**src/smc_params.svh**
```systemverilog
`ifndef SMC_PARAMS_SVH
`define SMC_PARAMS_SVH

// ----------------------------------------------------------------
// Register map
// ----------------------------------------------------------------
`define SMC_ADDR_W 2
`define SMC_OFS_CTRL 2'h0
`define SMC_OFS_CAUSE 2'h1
`define SMC_OFS_EXT 2'h2
`define SMC_OFS_STAT 2'h3

// ----------------------------------------------------------------
// Field positions and reset values
// ----------------------------------------------------------------
`define SMC_BIT_SLEEP_EN 5
`define SMC_BIT_MODE_MID 4
`define SMC_BIT_MODE_HI 5
`define SMC_BIT_MODE_LO 7
`define SMC_STAT_SLEPT_LO 0
`define SMC_STAT_SLEPT_HI 2
`define SMC_STAT_RESET 3
`define SMC_STAT_IGNORED 4
`define SMC_STAT_RESERVED 5
`define SMC_RST_CTRL 8'h00
`define SMC_RST_CAUSE 8'h00
`define SMC_RST_EXT 8'h00
`define SMC_RST_STAT 8'h00
`define SMC_READ_NONE 8'h00

// ----------------------------------------------------------------
// Mode codes
// ----------------------------------------------------------------
`define SMC_CODE_IDLE 3'h0
`define SMC_CODE_PDOWN 3'h2
`define SMC_CODE_STANDBY 3'h6

// ----------------------------------------------------------------
// Timing counts in clock cycles
// ----------------------------------------------------------------
`define SMC_CNT_W 5
`define SMC_CNT_ZERO 5'h00
`define SMC_CNT_ONE 5'h01
`define SMC_WAKE_EXTRA 5'h04
`define SMC_STANDBY_CYC 5'h06
`define SMC_START_SHORT 5'h06
`define SMC_START_LONG 5'h12
`define SMC_FUSE_RC_LO 4'h5
`define SMC_FUSE_RC_HI 4'h8

`endif

```
**src/smc_pkg.sv**
```systemverilog
package smc_pkg;

	typedef enum logic [2:0] {
		st_active,
		st_idle,
		st_pdown,
		st_standby,
		st_wake
	} smc_state_e;

	typedef enum logic [1:0] {
		md_idle,
		md_pdown,
		md_standby,
		md_reserved
	} smc_mode_e;

	typedef struct packed {
		logic [4:0] count;
		logic done;
	} smc_delay_s;

	typedef struct packed {
		smc_state_e state;
		logic [7:0] ctrl;
		logic [7:0] cause;
		logic [7:0] ext;
		logic [7:0] stat;
		logic [7:0] rdata;
		logic wake_reset;
		logic irq_service;
		logic reset_vector;
	} smc_ctrl_s;

endpackage : smc_pkg

```
**src/smc_ctrl.sv**
```systemverilog
// Design decisions made here: strobed register access and the register offsets.
`timescale 1ns/1ps
`include "smc_params.svh"

// Contract
// - Sleep only on halt with enable bit set
// - Codes 000 Idle, 010 Power-down, 110 Standby
// - Mode bits split over three registers
// - Interrupt wake holds core four extra cycles
// - Register file and memory kept across sleep
// - Reset during sleep restarts at reset vector
// - Idle stops core and program clocks only
// - Any enabled interrupt wakes from Idle
// - Power-down stops oscillator and all clocks
// - Deep modes wake on reset or external lines
// - Power-down exit waits fuse-selected start-up
// - Code 110 with crystal enters Standby
// - Standby resumes six cycles after wake
// - Comparator off in all modes except Idle
// - Comparator reference stays on while comparator uses it and is not off
// - Brown-out detector kept on when fused
// - Watchdog kept running when enabled
// - Reference powered only when someone needs it
// - Input buffers off while peripheral clock stops
module smc_ctrl (
	input wire logic clock,
	input wire logic rst,
	input wire logic [1:0] reg_addr,
	input wire logic [7:0] reg_wdata,
	input wire logic reg_write,
	input wire logic reg_read,
	output logic [7:0] reg_rdata,
	input wire logic halt_exec,
	input wire logic irq_pending,
	input wire logic ext_level_irq01,
	input wire logic ext_irq_line_2,
	input wire logic reset_req,
	input wire logic [3:0] clock_source_fuses,
	input wire logic crystal_selected,
	input wire logic brownout_fuse_enable,
	input wire logic wdt_enable,
	input wire logic comparator_off_bit,
	input wire logic comparator_uses_ref,
	output logic core_clock,
	output logic program_memory_clock,
	output logic peripheral_clock,
	output logic main_osc_en,
	output logic comparator_en,
	output logic vref_en,
	output logic bod_en,
	output logic wdt_run_en,
	output logic input_buffer_en,
	output logic wake_buffer_en,
	output logic core_hold,
	output logic mem_write_block,
	output logic sleeping,
	output logic irq_service,
	output logic reset_vector
);

	smc_pkg::smc_ctrl_s s;
	smc_pkg::smc_ctrl_s next_s;
	logic cnt_load;
	logic [4:0] cnt_value;
	logic cnt_done;
	logic sleep_enable_bit;
	logic [2:0] mode_code;
	smc_pkg::smc_mode_e mode;
	logic [4:0] startup;
	logic ext_wake;
	logic comp_needs_ref;

	// ----------------------------------------------------------------
	// Decoding helpers
	// ----------------------------------------------------------------
	function automatic smc_pkg::smc_mode_e decode_mode(
		input logic [2:0] code,
		input logic crystal
	);
		smc_pkg::smc_mode_e m;
		case (code)
			`SMC_CODE_IDLE: begin
				m = smc_pkg::md_idle;
			end
			`SMC_CODE_PDOWN: begin
				m = smc_pkg::md_pdown;
			end
			`SMC_CODE_STANDBY: begin
				// Without a crystal the oscillator cannot be kept
				// parked, so the deeper mode is used instead
				m = crystal ? smc_pkg::md_standby : smc_pkg::md_pdown;
			end
			default: begin
				m = smc_pkg::md_reserved;
			end
		endcase
		return m;
	endfunction : decode_mode

	function automatic logic [4:0] startup_cycles(input logic [3:0] fuses);
		logic [4:0] c;
		if (fuses >= `SMC_FUSE_RC_LO && fuses <= `SMC_FUSE_RC_HI) begin
			c = `SMC_START_LONG;
		end else begin
			c = `SMC_START_SHORT;
		end
		return c;
	endfunction : startup_cycles

	function automatic logic is_sleep_state(input smc_pkg::smc_state_e st);
		return st == smc_pkg::st_idle || st == smc_pkg::st_pdown ||
			st == smc_pkg::st_standby;
	endfunction : is_sleep_state

	// ----------------------------------------------------------------
	// Mode field gathering
	// ----------------------------------------------------------------
	assign sleep_enable_bit = s.ctrl[`SMC_BIT_SLEEP_EN];
	assign mode_code = {s.cause[`SMC_BIT_MODE_HI],
		s.ctrl[`SMC_BIT_MODE_MID], s.ext[`SMC_BIT_MODE_LO]};
	assign mode = decode_mode(mode_code, crystal_selected);
	assign startup = startup_cycles(clock_source_fuses);
	assign ext_wake = ext_level_irq01 | ext_irq_line_2;

	// ----------------------------------------------------------------
	// Next state
	// ----------------------------------------------------------------
	always_comb begin
		next_s = s;
		next_s.rdata = `SMC_READ_NONE;
		next_s.irq_service = 1'b0;
		next_s.reset_vector = 1'b0;
		cnt_load = 1'b0;
		cnt_value = `SMC_CNT_ZERO;

		if (reg_write) begin
			case (reg_addr)
				`SMC_OFS_CTRL: begin
					next_s.ctrl = reg_wdata;
				end
				`SMC_OFS_CAUSE: begin
					next_s.cause = reg_wdata;
				end
				`SMC_OFS_EXT: begin
					next_s.ext = reg_wdata;
				end
				default: begin
					next_s.ctrl = s.ctrl;
				end
			endcase
		end

		if (reg_read) begin
			case (reg_addr)
				`SMC_OFS_CTRL: begin
					next_s.rdata = s.ctrl;
				end
				`SMC_OFS_CAUSE: begin
					next_s.rdata = s.cause;
				end
				`SMC_OFS_EXT: begin
					next_s.rdata = s.ext;
				end
				`SMC_OFS_STAT: begin
					next_s.rdata = s.stat;
				end
				default: begin
					next_s.rdata = `SMC_READ_NONE;
				end
			endcase
		end

		case (s.state)
			smc_pkg::st_active: begin
				if (halt_exec && !sleep_enable_bit) begin
					next_s.stat[`SMC_STAT_IGNORED] = 1'b1;
				end
				if (halt_exec && sleep_enable_bit) begin
					next_s.stat[`SMC_STAT_IGNORED] = 1'b0;
					next_s.stat[`SMC_STAT_RESERVED] = 1'b0;
					next_s.stat[`SMC_STAT_SLEPT_HI:`SMC_STAT_SLEPT_LO] =
						mode_code;
					case (mode)
						smc_pkg::md_idle: begin
							next_s.state = smc_pkg::st_idle;
						end
						smc_pkg::md_pdown: begin
							next_s.state = smc_pkg::st_pdown;
						end
						smc_pkg::md_standby: begin
							next_s.state = smc_pkg::st_standby;
						end
						default: begin
							// Reserved code: stay awake, flag it
							next_s.stat[`SMC_STAT_RESERVED] = 1'b1;
						end
					endcase
				end
			end
			smc_pkg::st_idle: begin
				if (reset_req) begin
					next_s.state = smc_pkg::st_wake;
					next_s.wake_reset = 1'b1;
					cnt_load = 1'b1;
					cnt_value = startup;
				end else if (irq_pending) begin
					next_s.state = smc_pkg::st_wake;
					next_s.wake_reset = 1'b0;
					cnt_load = 1'b1;
					cnt_value = `SMC_WAKE_EXTRA;
				end
			end
			smc_pkg::st_pdown: begin
				if (reset_req) begin
					next_s.state = smc_pkg::st_wake;
					next_s.wake_reset = 1'b1;
					cnt_load = 1'b1;
					cnt_value = startup;
				end else if (ext_wake) begin
					next_s.state = smc_pkg::st_wake;
					next_s.wake_reset = 1'b0;
					cnt_load = 1'b1;
					cnt_value = 5'(startup + `SMC_WAKE_EXTRA);
				end
			end
			smc_pkg::st_standby: begin
				if (reset_req) begin
					next_s.state = smc_pkg::st_wake;
					next_s.wake_reset = 1'b1;
					cnt_load = 1'b1;
					cnt_value = `SMC_STANDBY_CYC;
				end else if (ext_wake) begin
					next_s.state = smc_pkg::st_wake;
					next_s.wake_reset = 1'b0;
					cnt_load = 1'b1;
					cnt_value = 5'(`SMC_STANDBY_CYC + `SMC_WAKE_EXTRA);
				end
			end
			smc_pkg::st_wake: begin
				// A reset arriving mid-wake overrides the interrupt
				if (reset_req) begin
					next_s.wake_reset = 1'b1;
				end
				if (cnt_done) begin
					next_s.state = smc_pkg::st_active;
					next_s.stat[`SMC_STAT_RESET] =
						s.wake_reset | reset_req;
					if (s.wake_reset || reset_req) begin
						next_s.reset_vector = 1'b1;
					end else begin
						next_s.irq_service = 1'b1;
					end
				end
			end
			default: begin
				next_s.state = smc_pkg::st_active;
			end
		endcase
	end

	always_ff @(posedge clock or posedge rst) begin
		if (rst) begin
			s.state <= smc_pkg::st_active;
			s.ctrl <= `SMC_RST_CTRL;
			s.cause <= `SMC_RST_CAUSE;
			s.ext <= `SMC_RST_EXT;
			s.stat <= `SMC_RST_STAT;
			s.rdata <= `SMC_READ_NONE;
			s.wake_reset <= 1'b0;
			s.irq_service <= 1'b0;
			s.reset_vector <= 1'b0;
		end else begin
			s <= next_s;
		end
	end

	// ----------------------------------------------------------------
	// Wake-up delay
	// ----------------------------------------------------------------
	smc_delay u_delay (
		.clock(clock),
		.rst(rst),
		.load(cnt_load),
		.load_value(cnt_value),
		.done(cnt_done)
	);

	// ----------------------------------------------------------------
	// Clock domains and analog enables
	// ----------------------------------------------------------------
	always_comb begin
		core_clock = 1'b0;
		program_memory_clock = 1'b0;
		peripheral_clock = 1'b0;
		main_osc_en = 1'b1;
		case (s.state)
			smc_pkg::st_active: begin
				core_clock = 1'b1;
				program_memory_clock = 1'b1;
				peripheral_clock = 1'b1;
			end
			smc_pkg::st_idle: begin
				// Timers, serial units and interrupt logic keep running
				peripheral_clock = 1'b1;
			end
			smc_pkg::st_pdown: begin
				// Only the asynchronous wake logic, fused brown-out detector, enabled watchdog and needed reference stay alive
				main_osc_en = 1'b0;
			end
			smc_pkg::st_standby: begin
				// Oscillator kept running buys the short restart
				main_osc_en = 1'b1;
			end
			smc_pkg::st_wake: begin
				// Core stays gated through the whole wake delay, so
				// nothing executes before the oscillator is stable
				peripheral_clock = 1'b1;
			end
			default: begin
				main_osc_en = 1'b1;
			end
		endcase
	end

	// The comparator follows the peripheral clock, so every deeper
	// mode turns it off without software; its reference may stay up
	assign comparator_en = !comparator_off_bit &&
		peripheral_clock;
	// Reference held in sleep while the comparator is on and set to use it
	assign comp_needs_ref = comparator_uses_ref && !comparator_off_bit;
	assign bod_en = brownout_fuse_enable;
	assign wdt_run_en = wdt_enable;
	assign vref_en = bod_en || comp_needs_ref;
	assign input_buffer_en = peripheral_clock;
	// External wake lines must stay visible in every state
	assign wake_buffer_en = 1'b1;
	assign core_hold = (s.state != smc_pkg::st_active);
	// Writes to register file and memory blocked while asleep
	assign mem_write_block = (s.state != smc_pkg::st_active);
	assign sleeping = is_sleep_state(s.state);
	assign irq_service = s.irq_service;
	assign reset_vector = s.reset_vector;
	assign reg_rdata = s.rdata;

endmodule : smc_ctrl

```
**src/smc_delay.sv**
```systemverilog
`timescale 1ns/1ps
`include "smc_params.svh"

module smc_delay (
	input wire logic clock,
	input wire logic rst,
	input wire logic load,
	input wire logic [4:0] load_value,
	output logic done
);

	smc_pkg::smc_delay_s s;
	smc_pkg::smc_delay_s next_s;

	// ----------------------------------------------------------------
	// Down counter; done pulses exactly load_value cycles after load
	// ----------------------------------------------------------------
	always_comb begin
		next_s = s;
		next_s.done = 1'b0;
		if (load) begin
			next_s.count = load_value;
		end else if (s.count != `SMC_CNT_ZERO) begin
			next_s.count = s.count - `SMC_CNT_ONE;
			next_s.done = (s.count == `SMC_CNT_ONE);
		end
	end

	always_ff @(posedge clock or posedge rst) begin
		if (rst) begin
			s <= '0;
		end else begin
			s <= next_s;
		end
	end

	assign done = s.done;

endmodule : smc_delay

```
**config.mk**
```make
export PLATFORM = sky130hd
export DESIGN_NAME = smc_ctrl
export DESIGN_NICKNAME = d
export VERILOG_FILES = /design/src/smc_pkg.sv /design/src/smc_ctrl.sv /design/src/smc_delay.sv
export VERILOG_INCLUDE_DIRS = /design/src
export SDC_FILE = /design/constraint.sdc
export NUM_CORES = 1
export LEC_CHECK = 0
export ABC_AREA = 1
export BUFFER_PORTS_ARGS = -buffer_cell sky130_fd_sc_hd__buf_2
export CAP_MARGIN = 10
export CORE_MARGIN = 8
export CORE_UTILIZATION = 59
export DETAILED_ROUTE_END_ITERATION = 6
export GPL_TIMING_DRIVEN = 0
export MAX_ROUTING_LAYER = met4
export PLACE_DENSITY = 0.86
export SYNTH_ARGS = -nofsm -noshare
export SYNTH_HDL_FRONTEND = slang
export SYNTH_SLANG_ARGS = --single-unit
```
**constraint.sdc**
```tcl
create_clock -name clock -period 2.38 [get_ports clock]
set_input_delay 0.238 -clock clock [delete_from_list [all_inputs] [get_ports clock]]
set_output_delay 0.238 -clock clock [all_outputs]
set_load 0.02 [all_outputs]
```
==> results_dict.tcl <==
set metrics [dict create \
    period_share_pct 72.92 \
    yosysWarnings 0 \
    setup_viol_count_final 0 \
    first_iter_violations 177 \
    cp_top_family "simple AND/OR/NAND/NOR gates" \
    synth_xor_area_share_pct 0.3340 \
    syn_avg_cell_area_um2 8.273 \
    synthMuxAreaShare_pct 0 \
    cts_buffers 5 \
    maxCapViolations 0 \
    ys.flop_type "dfrtp_1" \
    worstPathCellList "inv_1 > and3_1 > inv_1 > nand2_1 > ha_1 > nor2_1 > nor2_1 > nor2_1 > nor2_1 > nand2_1 > nand2_1 > nand2_1" \
    postLayoutCoreUtil_pct 70.52 \
    clk_latency_ps 300 \
    skew_ps 4.430 \
    overflow 0 \
    ys_seq_area_share_pct 47.71 \
    wl_per_cell_um 12.93 \
    synth_area_mm2 0.002623 \
    intPower_mw 1.702 \
    ys_top_cells_by_count "nand2_1, dfrtp_1, inv_1" \
    start_util_pct 60.65 \
    core_area_mm2 0.004324 \
    irDropWorstVdd_v 0.0004459 \
    cts.sinks 50 \
    cp.arrival_ps 1930 \
    ys_top_cells_by_area "dfrtp_1, nand2_1, inv_1" \
    grt_max_degree 39 \
    tritoncts "done" \
    start_kind "flip-flop" \
    globalplace.congestion 0.8544 \
    ys_types 25 \
    synth_top_cell_by_area "dfrtp_1" \
    firstDrtPassIters 4 \
    drc 0 \
    die_h_um 82.67 \
    status "completed" \
    synth_compound_area_share_pct 14.17 \
    final_max_slew_viol_count 0 \
    rows 24 \
    tns_ps 0 \
    area_growth_pct 16.27 \
    finalNonFillerCells 427 \
    synth_fa_ha_area_share_pct 2.385 \
    wl_um 5522 \
    die_width_um 82.67 \
    layout-drive-gt1-share_pct 27.73 \
    pwr-share-comb_pct 39.5 \
    dp_hpwl_um 4206 \
    reg2reg_slack_ps 640 \
    grtUsageTotal_pct 17.83 \
    ys_ff_latch 50 \
    cts_resized 0 \
    rsz0062_at_grt "no" \
    dieArea_mm2 0.006834 \
    cp-end-kind "flip-flop" \
    io_buffers 48 \
    root_buffer "clkbuf_8" \
    path_class "flip-flop to flip-flop" \
    worstPathRequired_ps 2580 \
    min_path_type "input port to flip-flop" \
    total_power_mw 2.787 \
    cpMaxStageDelayCell "dfrtp_1" \
    syn_inst 317 \
    netlist.area_leader.share_pct 47.71 \
    synth_edf_count 0 \
    power.switching_mw 1.085 \
    critPathMaxStageDelay_ps 410 \
    synth_top_family_by_area "simple AND/OR/NAND/NOR gates" \
    final_nets 407 \
    grt_first_pass_wirelength_um 9280 \
    fillers 347 \
    min_period_ps 1736 \
    clock_path_buffers 2 \
    final-hold-violation-count 0 \
    switching_share_pct 38.94 \
    dpl.cell_count 418 \
    grt_antenna_before_repair 0 \
    whs_ps 190.4 \
    ios 51 \
    critPathBufInv 2 \
    crit_fanout 4 \
    seqPwrFrac_pct 42.6 \
    cts_max_level 2 \
    yosysMostFrequentCell "nand2_1" \
    grt_pass1_vias 2120 \
    vias_per_cell 5.035 \
    power.density_mw_per_mm2 914.0 \
    ant_nets 0 \
    num_vias 2150 \
    leakage_nw 1.674 \
    syn_nets 350 \
    path_clk_slew_ps 90 \
    async_flop_share_pct 100.0 \
    synthSimpleGateAreaFrac_pct 23.66 \
    pwr-share-clk_pct 17.9 \
    fmax_mhz 576.2 \
    num_antenna_cells 0 \
]
## layout make-up
type                    count  area (um^2)  share of cell area (%)
repair buffers             50        270.3                   8.863
flip-flops and latches     50         1251                   41.03
clock buffers               7        86.33                   2.831
plain buffers              17        138.9                   4.555
inverters                  44        165.2                   5.416
well taps                  52        65.06                   2.134
clock inverters             1        5.005                  0.1641
multi-input cells         206         1067                   35.00
## worst register-to-register path: cells and delay by family (launching register included)
family,cells,cell delay (ps)
fa+ha+maj,1,310
buf+inv,2,150
simple gates,9,780
flops,1,410
## metal layers
layer	share of wire [%]	vias to the layer above	track usage (%)	routed length [um]
li1	-	1107	-	-
met2	51	54	28.52	2796
met4	1.4	0	5.172	80
met5	0	-	-	0
met1	43	980	22.10	2365
met3	5.1	9	4.004	279
## cells by family (layout without fill, tap and decap cells)
family          after synthesis  in the layout
compound gates               59             59
xor+xnor                      1              1
fa+ha+maj                     5              5
buf+inv                      61            119
flops                        50             50
other cells                   1              1
simple gates                140            140
## what timing repair did
| action | 4_1_cts | 5_1_grt |
|---|---|---|
| endpoints found under the hold margin | 12 | 0 |
| setup endpoints to repair | 0 | 0 |
| hold buffers | 1 | 0 |
| buffers inserted | 0 | 0 |
## flip-flops by register name (all words and copies together), names as in the netlist
| name | flops |
|---|---|
| irq_service | 1 |
| mode_code | 3 |
| reg_rdata | 8 |
| reset_vector | 1 |
| s | 31 |
| u_delay.done | 1 |
| u_delay.s | 5 |
## layout by cell type, fill, tap and decap left out
cell           instances
o21ai_1                2
inv_2                  3
buf_4                 14
dlygate4sd3_1          1
nand3_2                2
clkbuf_1               1
buf_2                 48
nor2_2                 1
buf_12                 1
xor2_1                 1
nor2_1                23
dfrtp_1               50
o21ai_2               17
and3_1                 1
ha_1                   5
o21ai_0               28
o21bai_1               2
nand2_4                2
buf_6                  3
nand2_2                2
nor2_4                 4
nand4_1                2
a21oi_1                4
a31oi_1                6
clkbuf_8               6
inv_1                 41
nor3_1                 3
nand3_1               15
clkinv_2               1
conb_1                 1
nand2_1               85
## stage by stage
step,setup slack (ps),instance area (um^2)
after floorplan,844.8,2623
after global placement,384.6,2928
after detailed placement,685.9,2948
after CTS,627.5,3049
after global routing,470.0,3049
final,644.4,3049
## path summary, 6_finish.rpt
check | depth (start not counted) | startpoint | endpoint
max | 12 | mode_code[0]$_DFFE_PP0P_ | s[43]$_DFFE_PP0P_
min | 2 | reset_req | irq_service$_DFF_PP0_
max reg2reg | 12 | mode_code[0]$_DFFE_PP0P_ | s[43]$_DFFE_PP0P_
min reg2reg | 1 | s[2]$_DFFE_PP0P_ | irq_service$_DFF_PP0_
max in group asynchronous | 4 | rst | s[45]$_DFFE_PP0P_
min in group asynchronous | 3 | rst | reg_rdata[3]$_DFF_PP0_
## power groups by stage
stage	sequential [mW]	combinational (mW)	clock (mW)
final	1.19	1.10	0.500
after detailed placement	1.20	1.10	0
after floorplan	1.17	0.836	0
after global placement	1.20	1.06	0
after global routing	1.21	1.26	0.542
after CTS	1.19	1.11	0.509
(Power assumes the default switching activity.)
